`src/common/swd_pkg.sv`:
```
// constants shared by the switch detect serial command block
package swd_pkg;
    localparam int          WORD_BITS      = 24;
    localparam logic [5:0]  WORD_BITS_C    = 6'h18;
    localparam int          CFG_INPUTS     = 8;
    localparam int          GND_INPUTS     = 14;
    // command codes in bits 23..16
    localparam logic [7:0]  CMD_SETTINGS   = 8'h01;
    localparam logic [7:0]  CMD_WAKE_CFG   = 8'h02;
    localparam logic [7:0]  CMD_WAKE_GND   = 8'h03;
    // values after power-on reset
    localparam logic [7:0]  POLARITY_RST   = 8'hFF;
    localparam logic [7:0]  CFG_WAKE_RST   = 8'hFF;
    localparam logic [13:0] GND_WAKE_RST   = 14'h3FFF;
    // response word layout: bit 23 interrupt, bit 22 thermal, 21..0 status
    localparam int          RSP_INT_BIT    = 23;
    localparam int          RSP_THERM_BIT  = 22;
    localparam int          RSP_GND_LSB    = 0;
    localparam int          RSP_CFG_LSB    = 14;
    typedef enum logic [0:0] {
        SWD_NORMAL = 1'b0,
        SWD_SLEEP  = 1'b1
    } swd_mode_t;
endpackage

```
`src/hdl/swd_sync.sv`:
```
// two flip-flop synchroniser, one per bit
`timescale 1ns/1ps
module swd_sync #(
    parameter int W   = 1,
    parameter logic [W-1:0] INIT = '0
) (
    input  wire logic         sys_clk_i,
    input  wire logic         sys_rst_i,
    input  wire logic [W-1:0] async_i,
    output logic      [W-1:0] sync_o
);
    logic [W-1:0] meta_r;

    always_ff @(posedge sys_clk_i) begin
        if (sys_rst_i) begin
            meta_r <= INIT;
            sync_o <= INIT;
        end else begin
            meta_r <= async_i;
            sync_o <= meta_r;
        end
    end
endmodule

```
`src/hdl/swd_core.sv`:
```
// serial command interface and mode control of the switch detector
`timescale 1ns/1ps
module swd_core #(
    parameter int CFG_N = swd_pkg::CFG_INPUTS,
    parameter int GND_N = swd_pkg::GND_INPUTS
) (
    // clock and reset (reset is the battery power-on reset)
    input  wire logic             sys_clk_i,
    input  wire logic             sys_rst_i,
    // serial link pins
    input  wire logic             sclk_i,
    input  wire logic             cs_n_i,
    input  wire logic             si_i,
    output logic                  so_o,
    output logic                  so_oe_o,
    // interrupt open-drain pin
    input  wire logic             int_n_i,
    output logic                  int_n_o,
    output logic                  int_n_oe_o,
    // wake open-drain pin
    input  wire logic             wake_n_i,
    output logic                  wake_n_o,
    output logic                  wake_n_oe_o,
    // comparator results, raw pin levels above threshold
    input  wire logic [CFG_N-1:0] configurable_inputs_i,
    input  wire logic [GND_N-1:0] ground_only_inputs_i,
    // other device inputs
    input  wire logic             iface_supply_ok_i,
    input  wire logic             thermal_flag_i,
    input  wire logic             int_timer_expired_i,
    input  wire logic             sleep_req_i,
    // settings and state seen by the analog side
    output logic [CFG_N-1:0]      input_sense_polarity_o,
    output logic [CFG_N-1:0]      cfg_wake_enable_o,
    output logic [GND_N-1:0]      gnd_wake_enable_o,
    output logic                  normal_mode_o
);
    localparam int W  = swd_pkg::WORD_BITS;
    localparam int NI = 5 + CFG_N + GND_N + 1;

    logic [NI-1:0]   raw_w;
    logic [NI-1:0]   syn_w;
    logic            sclk_s;
    logic            cs_n_s;
    logic            si_s;
    logic            intp_s;
    logic            wakep_s;
    logic            vdd_s;
    logic [CFG_N-1:0] cfg_s;
    logic [GND_N-1:0] gnd_s;

    assign raw_w = {sclk_i, cs_n_i, si_i, int_n_i, wake_n_i,
                    configurable_inputs_i, ground_only_inputs_i,
                    iface_supply_ok_i};

    // every outside input except thermal_flag_i, int_timer_expired_i and sleep_req_i passes two flops before it is read
    swd_sync #(
        .W    (NI),
        .INIT ({1'b0, 1'b1, 1'b0, 1'b1, 1'b1,
                {(CFG_N+GND_N){1'b0}}, 1'b0})
    ) u_sync (
        .sys_clk_i (sys_clk_i),
        .sys_rst_i (sys_rst_i),
        .async_i   (raw_w),
        .sync_o    (syn_w)
    );

    assign {sclk_s, cs_n_s, si_s, intp_s, wakep_s, cfg_s, gnd_s, vdd_s}
        = syn_w;

    // edge history of the synchronised pins
    logic sclk_d_r;
    logic cs_n_d_r;
    logic intp_d_r;
    logic wakep_d_r;

    always_ff @(posedge sys_clk_i) begin
        if (sys_rst_i) begin
            sclk_d_r  <= 1'b0;
            cs_n_d_r  <= 1'b1;
            intp_d_r  <= 1'b1;
            wakep_d_r <= 1'b1;
        end else begin
            sclk_d_r  <= sclk_s;
            cs_n_d_r  <= cs_n_s;
            intp_d_r  <= intp_s;
            wakep_d_r <= wakep_s;
        end
    end

    logic cs_fall;
    logic cs_rise;
    logic sclk_rise;
    logic sclk_fall;
    logic active;

    // without interface supply clock edges and select fall are dead; a select rise can still clear the interrupt flag
    assign active    = vdd_s && !cs_n_s;
    assign cs_fall   = vdd_s && cs_n_d_r && !cs_n_s;
    assign cs_rise   = !cs_n_d_r && cs_n_s;
    assign sclk_rise = active && !sclk_d_r && sclk_s;
    assign sclk_fall = active && sclk_d_r && !sclk_s;

    // closed-switch view: battery-sense inputs close when high
    logic [CFG_N-1:0] cfg_closed;
    logic [GND_N-1:0] gnd_closed;
    logic [CFG_N-1:0] pol_r;
    logic [CFG_N-1:0] cfg_en_r;
    logic [GND_N-1:0] gnd_en_r;

    assign cfg_closed = ~(cfg_s ^ pol_r);
    assign gnd_closed = ~gnd_s;

    logic [CFG_N-1:0] cfg_prev_r;
    logic [GND_N-1:0] gnd_prev_r;
    logic [2:0]       prev_ok_r;
    logic             change_en;
    logic             closure_en;

    // the sync flops show reset values for two cycles; comparing against
    // them would raise a false change, so history counts only after three
    always_ff @(posedge sys_clk_i) begin
        if (sys_rst_i) begin
            cfg_prev_r <= '0;
            gnd_prev_r <= '0;
            prev_ok_r  <= 3'h0;
        end else begin
            cfg_prev_r <= cfg_s;
            gnd_prev_r <= gnd_s;
            prev_ok_r  <= {prev_ok_r[1:0], 1'b1};
        end
    end

    // raw levels are compared: a polarity rewrite is no switch change
    // only enabled inputs count as change or closure
    assign change_en = prev_ok_r[2] &&
        (|((cfg_s ^ cfg_prev_r) & cfg_en_r) ||
         |((gnd_s ^ gnd_prev_r) & gnd_en_r));
    assign closure_en = prev_ok_r[2] &&
        (|(cfg_closed & (cfg_prev_r ^ pol_r) & cfg_en_r) ||
         |(gnd_closed & gnd_prev_r & gnd_en_r));

    // operating mode
    swd_pkg::swd_mode_t mode_r;
    logic               wake_evt;

    assign wake_evt = change_en ||
                      (wakep_d_r && !wakep_s) ||
                      (vdd_s && wakep_s && intp_d_r && !intp_s) ||
                      cs_fall ||
                      int_timer_expired_i;

    always_ff @(posedge sys_clk_i) begin
        if (sys_rst_i) begin
            mode_r <= swd_pkg::SWD_NORMAL;
        end else begin
            case (mode_r)
                swd_pkg::SWD_NORMAL: begin
                    // losing the interface supply alone never sleeps
                    if (sleep_req_i && !wake_evt) begin
                        mode_r <= swd_pkg::SWD_SLEEP;
                    end
                end
                swd_pkg::SWD_SLEEP: begin
                    if (wake_evt) begin
                        mode_r <= swd_pkg::SWD_NORMAL;
                    end
                end
                default: mode_r <= swd_pkg::SWD_NORMAL;
            endcase
        end
    end

    assign normal_mode_o = (mode_r == swd_pkg::SWD_NORMAL);

    // interrupt flag; a closure while selected keeps it set
    logic int_r;
    logic closed_in_frame_r;

    always_ff @(posedge sys_clk_i) begin
        if (sys_rst_i) begin
            closed_in_frame_r <= 1'b0;
        end else if (!cs_n_s && closure_en) begin
            // a closure in the select cycle itself still counts
            closed_in_frame_r <= 1'b1;
        end else if (cs_fall) begin
            closed_in_frame_r <= 1'b0;
        end
    end

    always_ff @(posedge sys_clk_i) begin
        if (sys_rst_i) begin
            int_r <= 1'b0;
        end else if (normal_mode_o && change_en) begin
            // set wins over a clear in the same cycle
            int_r <= 1'b1;
        end else if (cs_rise && !closed_in_frame_r) begin
            int_r <= 1'b0;
        end
    end

    assign int_n_o    = 1'b0;
    assign int_n_oe_o = int_r;
    assign wake_n_o   = 1'b0;
    assign wake_n_oe_o = normal_mode_o;

    // shift path
    logic [W-1:0] rx_r;
    logic [W-1:0] tx_r;
    logic [5:0]   cnt_r;
    logic         sel_r;

    always_ff @(posedge sys_clk_i) begin
        if (sys_rst_i) begin
            sel_r <= 1'b0;
        end else if (cs_fall) begin
            sel_r <= 1'b1;
        end else if (cs_rise || !vdd_s) begin
            sel_r <= 1'b0;
        end
    end

    always_ff @(posedge sys_clk_i) begin
        if (sys_rst_i) begin
            cnt_r <= '0;
            rx_r  <= '0;
        end else if (cs_fall) begin
            cnt_r <= '0;
        end else if (sel_r && sclk_fall) begin
            rx_r  <= {rx_r[W-2:0], si_s};
            if (cnt_r != 6'h3F) begin
                cnt_r <= cnt_r + 6'h01;
            end
        end
    end

    always_ff @(posedge sys_clk_i) begin
        if (sys_rst_i) begin
            tx_r <= '0;
        end else if (cs_fall) begin
            // snapshot of status and flags at select fall
            tx_r <= '0;
            tx_r[swd_pkg::RSP_INT_BIT]   <= int_r;
            tx_r[swd_pkg::RSP_THERM_BIT] <= thermal_flag_i;
            tx_r[swd_pkg::RSP_CFG_LSB +: CFG_N] <= cfg_closed;
            tx_r[swd_pkg::RSP_GND_LSB +: GND_N] <= gnd_closed;
        end else if (sel_r && sclk_rise && cnt_r != 6'h00) begin
            // bit 23 is shown at select fall, the next on each rise after the first
            tx_r <= {tx_r[W-2:0], 1'b0};
        end
    end

    always_ff @(posedge sys_clk_i) begin
        if (sys_rst_i) begin
            so_o    <= 1'b0;
            so_oe_o <= 1'b0;
        end else begin
            so_o    <= tx_r[W-1];
            so_oe_o <= sel_r && !cs_rise;
        end
    end

    // command apply at select rise
    logic       apply;
    logic [7:0] code;

    assign code  = rx_r[W-1:W-8];
    // full 24 clocks only; supply and mode gate it
    assign apply = cs_rise && sel_r && vdd_s && normal_mode_o &&
                   cnt_r == swd_pkg::WORD_BITS_C;

    always_ff @(posedge sys_clk_i) begin
        if (sys_rst_i) begin
            pol_r <= swd_pkg::POLARITY_RST;
        end else if (apply && code == swd_pkg::CMD_SETTINGS) begin
            pol_r <= rx_r[CFG_N-1:0];
        end
    end

    always_ff @(posedge sys_clk_i) begin
        if (sys_rst_i) begin
            cfg_en_r <= swd_pkg::CFG_WAKE_RST;
        end else if (apply && code == swd_pkg::CMD_WAKE_CFG) begin
            cfg_en_r <= rx_r[CFG_N-1:0];
        end
    end

    always_ff @(posedge sys_clk_i) begin
        if (sys_rst_i) begin
            gnd_en_r <= swd_pkg::GND_WAKE_RST;
        end else if (apply && code == swd_pkg::CMD_WAKE_GND) begin
            gnd_en_r <= rx_r[GND_N-1:0];
        end
        // any other code leaves every register alone
    end

    assign input_sense_polarity_o = pol_r;
    assign cfg_wake_enable_o      = cfg_en_r;
    assign gnd_wake_enable_o      = gnd_en_r;
endmodule

```
`config.mk`:
```
export PLATFORM = sky130hd
export DESIGN_NAME = swd_core
export DESIGN_NICKNAME = d
export VERILOG_FILES = /design/src/common/swd_pkg.sv /design/src/hdl/swd_sync.sv /design/src/hdl/swd_core.sv
export SDC_FILE = /design/constraint.sdc
export NUM_CORES = 1
export LEC_CHECK = 0
export BUFFER_PORTS_ARGS = -buffer_cell sky130_fd_sc_hd__buf_2
export CAP_MARGIN = 30
export CORE_AREA = 2 2 94 132
export DETAILED_ROUTE_END_ITERATION = 10
export DIE_AREA = 0 0 96 134
export PLACE_DENSITY = 0.77
export RECOVER_POWER = 25
export SETUP_SLACK_MARGIN = 0.02
export SYNTH_ARGS = -nofsm -noshare
export SYNTH_HDL_FRONTEND = slang
export SYNTH_SLANG_ARGS = --single-unit
```
`constraint.sdc`:
```
create_clock -name sys_clk_i -period 2.89 [get_ports sys_clk_i]
set_input_delay 0 -clock sys_clk_i [delete_from_list [all_inputs] [get_ports sys_clk_i]]
set_output_delay 0 -clock sys_clk_i [all_outputs]
set_load 0.02 [all_outputs]
```
# After elaboration in Yosys (flattened, before gate mapping)
# Index checks and enable logic that the tools add are counted.
[word_totals]
register_bits = 175
output_inout_bits = 37
wordCells = 112
in_bits = 33
[op_classes]
bitwise = 14
muxes = 12
n_eq_ne = 5
n_reduce_logical = 58
n_addsub = 1
[op_table]
columns = ["operator", "count"]
rows = [
  ["two-way mux 24 bit", 2],
  ["bitwise AND 14 bit", 3],
  ["logical AND 1 bit", 29],
  ["OR reduction 14 bit", 2],
  ["bitwise AND 8 bit", 3],
  ["XOR 8 bit", 3],
  ["== test 8 x 2 -> 1 bit, second input constant", 2],
  ["OR reduction 8 bit", 2],
  ["NOT 14 bit", 1],
  ["XOR 14 bit", 1],
  ["logical NOT 1 bit", 10],
  ["two-way mux 1 bit", 9],
  ["== test 8 x 1 -> 1 bit, second input constant", 1],
  ["NOT 8 bit", 1],
  ["nonzero test 2 bit", 4],
  ["logical OR 1 bit", 7],
  ["adder 6 x 1 -> 6 bit, second input constant", 1],
  ["== test 6 x 5 -> 1 bit, second input constant", 1],
  ["!= test 6 bit, second input constant", 1],
  ["nonzero test 6 bit", 1],
  ["AND reduction 2 bit", 2],
  ["NOT 1 bit", 2],
  ["one-hot mux 1 bit (2 select lines)", 1],
  ["OR reduction 2 bit", 1],
]

# Depth between registers and ports, before layout
# Gate-level depths: netlist of run 1.
[depth]
ltp_word = 13
ltp_mapped = 8
mapped_depth_nobuf = 7

# Hierarchy
# From an unflattened synthesis of run 1, not the netlist that was laid out.
[hier_totals]
cells_unflattened = 689
area_unflattened_um2 = 6607.6
[modules_own_cells]
columns = ["module", "seq_area_each_um2", "cells_per_inst", "instances", "area_per_inst_um2"]
rows = [
  ["swd_core", 2382.3, 571, 1, 5088.6],
  ["swd_sync", 1121.1, 118, 1, 1519.0],
]

# Worst setup path after synthesis of run 1
# No wires, ideal clock.
[synth_path]
kind = "flip-flop to flip-flop"
startpoint = "reg u_sync.sync_o[11]"
endpoint = "reg int_r (netlist: int_n_oe_o)"
arrival_time_ns = 1.894
path_stages_with_launch = 7
slack_ns = 0.879
period_less_slack_ns = 2.011
path_buffers = 0
required_time_ns = 2.774
path_cell_list = "dfxtp_1 -> inv_1 -> ha_1 -> o22ai_1 -> or4_1 -> or4_1 -> a41o_1"
[synth_via]
elab_chain_len = 7
[synth_lines]
columns = ["item", "line", "text"]
rows = [
  ["start: declaration", "swd_sync.sv:10", "output logic [W-1:0] sync_o"],
  ["start signal: assignment", "swd_sync.sv:20", "sync_o <= meta_r;"],
  ["XOR 14 bit (*)", "swd_core.sv:138", "|((gnd_s ^ gnd_prev_r) & gnd_en_r));"],
  ["bitwise AND 14 bit (*)", "swd_core.sv:138", ""],
  ["OR reduction 14 bit (*)", "swd_core.sv:138", ""],
  ["logical OR 1 bit (*)", "swd_core.sv:137", "(|((cfg_s ^ cfg_prev_r) & cfg_en_r) ||"],
  ["logical AND 1 bit (*)", "swd_core.sv:136", "assign change_en = prev_ok_r[2] &&"],
  ["logical AND 1 bit (*)", "swd_core.sv:194", "end else if (normal_mode_o && change_en) begin"],
  ["two-way mux 1 bit or nonzero test 2 bit (tied branches)", "-", ""],
  ["end signal: assignment", "swd_core.sv:193", "int_r <= 1'b0;"],
  ["end signal: assignment", "swd_core.sv:196", "int_r <= 1'b1;"],
  ["end signal: assignment", "swd_core.sv:198", "int_r <= 1'b0;"],
  ["end: declaration", "swd_core.sv:177", "logic int_r;"],
]
# Every way passes the cells marked *; elsewhere a longest branch is shown, timed or not.
# A chain may end at the register's enable or synchronous reset.

# Final worst setup path of run 1
[layout_path]
startpoint = "reg cnt_r[0]"
endpoint = "reg pol_r[6] (netlist: input_sense_polarity_o[6])"
[layout_via]
elab_chain_len = 3
[layout_lines]
columns = ["item", "line", "text"]
rows = [
  ["start: declaration", "swd_core.sv:210", "logic [5:0] cnt_r;"],
  ["start signal: assignment", "swd_core.sv:232", "cnt_r <= cnt_r + 6'h01;"],
  ["== test 6 x 5 -> 1 bit", "swd_core.sv:270", "cnt_r == swd_pkg::WORD_BITS_C;"],
  ["logical AND 1 bit", "swd_core.sv:269", "assign apply = cs_rise && sel_r && vdd_s && normal_mode_o &&"],
  ["logical AND 1 bit", "swd_core.sv:275", "end else if (apply && code == swd_pkg::CMD_SETTINGS) begin"],
  ["end signal: assignment", "swd_core.sv:274", "pol_r <= swd_pkg::POLARITY_RST;"],
  ["end signal: assignment", "swd_core.sv:276", "pol_r <= rx_r[CFG_N-1:0];"],
  ["end: declaration", "swd_core.sv:107", "logic [CFG_N-1:0] pol_r;"],
]
# No other way between the ends.

==> qor.csv, run 1 <==
metric,value,unit
share of layout cells above drive strength 1,10.9,%
Die W,96,um
Antenna Nets Post-Route,0,
"most common cell after layout, fill and taps aside",dfxtp_1,
row cnt,47,
top-area cell type share of the netlist area,53.0,%
Non-Filler Instances,933,
r2r worst-path depth,7,
initial core utilization,56.5,%
# hold bufs at CTS,33,
Synth Area in XOR/XNOR,2.78,%
Clk pwr share,44.6,%
proportion of synthesized area in mux cells,6.81,%
Slew headroom,39.3,%
maxcap violations,0,
CTS tree,built,
Worst-path clk slew,0.07,ns
TritonCTS buffer count,17,
Comb power frac,4.5,%
Final min period,2.48,ns
HPWL after DPL,9650,um
total wire length,14400,um
worst reg2reg startpoint,cnt_r[0],
setup violators final,0,
sequential power share,50.8,%
highest clock rate,403,MHz
synthesized cell area,0.00661,mm^2
Simple-Gate Fraction of Synth Area,19.2,%
Synth Area in Compound Gates,10.4,%
most frequent cells in the layout,"dfxtp_1, nand2_1, nor2b_1",
Post CTS Setup Buffer Count,0,
cts repair resizes,0,
count of cell types in the netlist,49,
reg-to-reg endpoint,input_sense_polarity_o[6],
"Worst Path Class, Setup",register to register,
IR Drop Worst-Case VDD,0.417,mV
largest area contributor in the netlist,dfxtp_1,
num ports,70,
Layout Utilization,67.2,%
initial antenna violation count,0,
H-tree depth,4,
insertion delay to the later sink of the worst-skew pair,0.43,ns
clock skew,0.00763,ns
GRT overflow,0,
vias in the first global route,4825,
multi-input logic area,0.00281,mm^2
Slew @ Worst Pin,0.911,ns
largest net degree at the start of global routing,92,
core area,0.0117,mm^2
gpl congestion,0.870,
area share of fa/ha/maj cells after synthesis,3.03,%
first drt pass iteration count,5,
worst hold-check path type,primary input to register,
CP arrival,2.77,ns
first-pass GRT wire length,23200,um
Starting DRT DRC Count,270,
Net Sw Power,1.18,mW
setup_tns,0,ns
Syn. warnings,0,
detailed-route via count,4943,
r2r setup slk,0.41,ns
gr usage total,23.6,%
main combinational cell family by area after synthesis,simple AND/OR/NAND/NOR gates,
synthesized instance count,684,
synthesized flop and latch total,175,
hold depth,3,
status,"finished, final reports clean",
die height,134,um
Synth area leaders,"dfxtp_1, mux2i_1, nor2b_1",
crit-path max FO,8,
total die area,0.0129,mm^2
CP Capture Type,register,
Post-Place Cells,868,
Pint,3.72,mW
CP Launch Type,register,
PortBufs,67,
Worst EP required,3.18,ns
CTS Buffer Depth,2,
root buffer cell,clkbuf_16,
diode count,0,
CTS sink count,175,
Slew Limit Fails,0,
P&R area growth vs syn,19.0,%
final setup margin,0.412,ns
Sw Share,24.2,%
Vias/cell,5.30,
hold wc startpoint,wake_n_i,
Final Hold Fails,0,
final net count,822,
sequential fraction of the synthesis area,53.0,%
Avg WL per Cell,15.4,um
syn_area_per_cell,9.67,um^2
Hold Path End,u_sync.meta_r[23],
DP Worst Slack,0.448,ns
DRC violations left,0,
RSZ-0062 raised after global routing,false,
leakage,3.06,nW
register area,0.00350,mm^2
# fillers,902,
PwrDens,623,mW/mm^2
Tcrit/Tclk final,85.8,%
-- metal layers --
layer	vias up	share of wire, %	track usage [%]
met5	-	0	0
met4	0	2.8	10.2
met3	29	3.6	5.56
met2	107	53	41.1
met1	2348	41	26.9
li1	2459	-	-
-- state kept, by name (all words and copies together), names as in the netlist, 3 cells and up --
name / count
tx_r: 24
gnd_wake_enable_o: 14
cfg_prev_r: 8
cnt_r: 6
u_sync.sync_o: 28
rx_r: 24
gnd_prev_r: 14
prev_ok_r: 3
u_sync.meta_r: 28
cfg_wake_enable_o: 8
input_sense_polarity_o: 8
-- metrics by stage --
step,power [mW],cell area (um^2),hold slack [ns]
after detailed placement,2.74,7010,0.188
after CTS,4.93,7910,0.283
after floorplan,2.67,6620,0.104
after global routing,5.06,7870,0.300
after global placement,2.73,7010,0.189
final,4.90,7870,0.286
-- worst max path at each step --
stage | startpoint | to
finish | cnt_r[0] | input_sense_polarity_o[6]
global route | cnt_r[0] | input_sense_polarity_o[6]
CTS | cnt_r[0] | input_sense_polarity_o[6]
detailed placement | cnt_r[0] | input_sense_polarity_o[3]
global placement | cnt_r[0] | input_sense_polarity_o[5]
floorplan | u_sync.sync_o[11] | int_n_oe_o
-- power groups by stage --
stage                     logic (mW)  registers, mW  clock network [mW]
final                          0.223           2.49                2.19
after global routing           0.249           2.50                2.31
after CTS                      0.224           2.49                2.21
after detailed placement       0.189           2.55                   0
after global placement         0.185           2.54                   0
after floorplan                0.134           2.54                   0
-- cell type report --
type / instances / area share (%)
Sequential cell: 175 / 44.5
Multi-Input combinational cell: 437 / 35.7
Timing Repair Buffer: 106 / 8.51
Clock buffer: 17 / 5.41
Tap cell: 147 / 2.34
Clock inverter: 15 / 1.81
Inverter: 36 / 1.72
-- worst max-delay path: stages (launching register included) --
cell	delay, ns
dfxtp_1	0.34
inv_1	0.07
ha_1	0.13
nor3b_2	0.27
nor4b_1	0.50
and4b_1	0.64
mux2i_1	0.30
nand2_1	0.08
-- cell usage after synthesis, drive strengths merged --
cell and n:
dfxtp 175, nand2 98, nor2b 67, nor2 47, mux2i 45, a21oi 40, inv 35, clkbuf 25
ha 16, o21ai 15, a211oi 13, buf 12, xor2 12, xnor2 9, o211ai 8, or2 8
a22oi 6, nand4 5, or4 5, a2111oi 4, a221oi 4, a22o 4, nand2b 4, o22ai 4
nand3b 3, and3 2, and4b 2, nand4b 2, nor4 2, a31oi 1, a32oi 1, a41o 1
and4 1, clkinv 1, conb 1, nand3 1, nor3b 1, nor4b 1, nor4bb 1, o2111ai 1
or4bb 1
-- cell families (layout without fill, tap and decap cells) --
family / Yosys count / after routing
AND/OR/NAND/NOR: 251 / 251
flip-flops: 175 / 175
AO/OA/AOI/OAI: 102 / 102
buffers and inverters: 73 / 174
multiplexers: 45 / 45
XOR/XNOR: 21 / 21
adder cells (fa/ha/maj): 16 / 16
other: 1 / 2
(Power assumes the default switching activity.)
==> run 2, diff against run 1 <==
- ABC_AREA: not set -> 1
- CORE_AREA: 2 2 94 132 -> 2 2 94 133
- DIE_AREA: 0 0 96 134 -> 0 0 96 135
- PLACE_DENSITY: 0.77 -> 0.78
- TNS_END_PERCENT: not set -> 1
==> run 2 against run 1 <==
The flow now finishes with violations (capacitance limit, slew limit). Critical path type is now primary input to register. Clock skew shrank 0.00098 ns. Count of clock-buffer cells in the layout grew 5. Utilization grew 0.38 points. Largest cell class unchanged. Sequential power is essentially flat. Sequential share of layout area shrank 0.25 points. Area after synthesis grew 1.5%.
==> qor.csv, run 2 <==
metric,value,unit
share of layout cells above drive strength 1,8.73,%
Post-synth EDFFs,0,
"most common cell after layout, fill and taps aside",dfxtp_1,
die height,135,um
hold depth,3,
crit-path max FO,94,
# fillers,969,
Comb power frac,5.1,%
worst reg2reg startpoint,u_sync.sync_o[0],
num ports,70,
PwrDens,621,mW/mm^2
synthesized instance count,872,
leakage,3.73,nW
sequential power share,50.6,%
setup_tns,0,ns
reg-to-reg endpoint,tx_r[13],
gpl congestion,0.846,
multi-input logic area,0.00247,mm^2
worst hold-check path type,primary input to register,
Starting DRT DRC Count,395,
synth cell count leaders,"dfxtp_1, nand2_1, inv_1, nor2_1, o21ai_0",
Die W,96,um
sequential fraction of the synthesis area,52.2,%
Sw Share,21.8,%
Clk pwr share,44.2,%
initial antenna violation count,0,
Slew headroom,-16.8,%
Slew @ Worst Pin,1.75,ns
Pint,3.84,mW
Tcrit/Tclk final,72.9,%
first drt pass iteration count,5,
Synth area leaders,"dfxtp_1, nand2_1, inv_1",
r2r worst-path depth,6,
insertion delay to the later sink of the worst-skew pair,0.42,ns
register area,0.00350,mm^2
CTS Buffer Depth,2,
Largest regs,"u_sync.meta_r (28), u_sync.sync_o (28)",
row cnt,47,
Vias/cell,4.93,
most frequent cells in the layout,"dfxtp_1, nand2_1, inv_1",
failing checks,"capacitance limit, slew limit",
Worst-path clk slew,0.06,ns
P&R area growth vs syn,17.9,%
DRC violations left,0,
Worst EP required,3.20,ns
vias in the first global route,4938,
highest clock rate,475,MHz
total die area,0.0130,mm^2
final net count,1010,
gr usage total,23.4,%
CTS tree,built,
Syn. warnings,0,
"Worst Path Class, Setup",primary input to register,
H-tree depth,4,
initial core utilization,57.4,%
CP arrival,2.42,ns
syn_area_per_cell,7.70,um^2
core area,0.0117,mm^2
CP Capture Type,register,
detailed-route via count,5523,
largest net degree at the start of global routing,95,
synthesized cell area,0.00671,mm^2
async set-or-reset flop fraction in the synthesized netlist,0,%
clock skew,0.00665,ns
Post CTS Setup Buffer Count,0,
total wire length,14500,um
PortBufs,67,
first-pass GRT wire length,23400,um
Avg WL per Cell,12.9,um
dominant synthesized flop cell,dfxtp_1,
HPWL after DPL,9650,um
Final Hold Fails,0,
top-area cell type share of the netlist area,52.2,%
diode count,0,
Non-Filler Instances,1121,
setup violators final,0,
Antenna Nets Post-Route,0,
Slew Limit Fails,95,
worst setup path startpoint,sys_rst_i,
IR Drop Worst-Case VDD,0.430,mV
synthesized flop and latch total,175,
RSZ-0062 raised after global routing,false,
count of cell types in the netlist,35,
Post-Place Cells,1056,
most common cell in the netlist,dfxtp_1,
CP Launch Type,primary input,
Final min period,2.11,ns
TritonCTS buffer count,17,
root buffer cell,clkbuf_16,
maxcap violations,1,
largest area contributor in the netlist,dfxtp_1,
Net Sw Power,1.07,mW
r2r setup slk,0.82,ns
status,finished with violations,
worst setup path endpoint,sel_r,
cts repair resizes,0,
GRT overflow,0,
CTS sink count,175,
run 2: changes by cell type in the layout (fill, tap and decap cells not counted), sizes merged, moves of 9 or more:
| cell | delta |
|---|---|
| nand2 | +69 |
| nor3 | +13 |
| xnor2 | -9 |
| inv | +99 |
| o21ai | +39 |
| nor2b | -67 |
| nand3 | +44 |
| a211oi | -12 |
| mux2i | -45 |
| nor2 | +92 |
run 2: logic make-up (layout without fill, tap and decap cells):
family / after synthesis / after routing / share of synthesized area (%)
simple gates: 389 / 389 / 24.8
buf+inv: 180 / 281 / 11.0
flops: 175 / 175 / 52.2
compound gates: 105 / 105 / 8.20
fa+ha+maj: 16 / 16 / 2.98
xor+xnor: 6 / 6 / 0.783
other cells: 1 / 2 / 0.0559
run 2: area by class of cell:
type	instances	area share (%)
sequential	175	44.3
clock inverter	10	1.45
multi-input combinational	518	31.3
tap	147	2.32
clock buffer	22	5.61
inverter	146	6.99
timing repair buffer	103	8.06
run 2: worst max-delay path: stages:
cell and delay [ns]:
dlygate4sd3_1 0.52, clkbuf_1 0.19, clkbuf_2 1.28, nor2_1 0.18, nand2_1 0.13, nand2_1 0.05
run 2: layer usage:
layer | track usage (%) | share of wire (%) | vias up
met5 | 0 | 0 | -
met4 | 9.84 | 2.7 | 0
met3 | 5.47 | 4.9 | 28
met2 | 38.8 | 50 | 158
met1 | 28.9 | 43 | 2482
li1 | - | - | 2855
run 2: worst min path at each step:
stage               startpoint                end
floorplan             wake_n_i  u_sync.meta_r[23]
global placement      wake_n_i  u_sync.meta_r[23]
detailed placement      cs_n_i  u_sync.meta_r[26]
CTS                     cs_n_i  u_sync.meta_r[26]
global route          wake_n_i  u_sync.meta_r[23]
finish                 int_n_i  u_sync.meta_r[24]
run 2: through the flow:
stage | cell area [um^2] | hold WS, ns | setup slack, ns | total power, mW | utilization (%)
after floorplan | 6720 | 0.104 | 1.41 | 2.69 | -
after global placement | 7080 | 0.191 | 0.926 | 2.75 | 60.5
after detailed placement | 7080 | 0.188 | 0.905 | 2.76 | 60.5
after CTS | 7970 | 0.296 | 0.869 | 4.93 | 68.1
after global routing | 7910 | 0.313 | 0.479 | 5.07 | 67.6
final | 7910 | 0.301 | 0.784 | 4.91 | 67.6
run 2: power groups by stage:
| stage | Clock (mW) | Sequential, mW | Combinational, mW |
|---|---|---|---|
| CTS | 2.19 | 2.49 | 0.253 |
| detailed placement | 0 | 2.54 | 0.216 |
| global placement | 0 | 2.54 | 0.210 |
| floorplan | 0 | 2.54 | 0.154 |
| finish | 2.17 | 2.49 | 0.253 |
| global route | 2.29 | 2.49 | 0.290 |
run 2: what timing repair did:
| action | 4_1_cts | 5_1_grt |
|---|---|---|
| hold endpoints to repair | 33 | 0 |
| hold buffers | 33 | 0 |
| setup endpoints to repair | 0 | 0 |
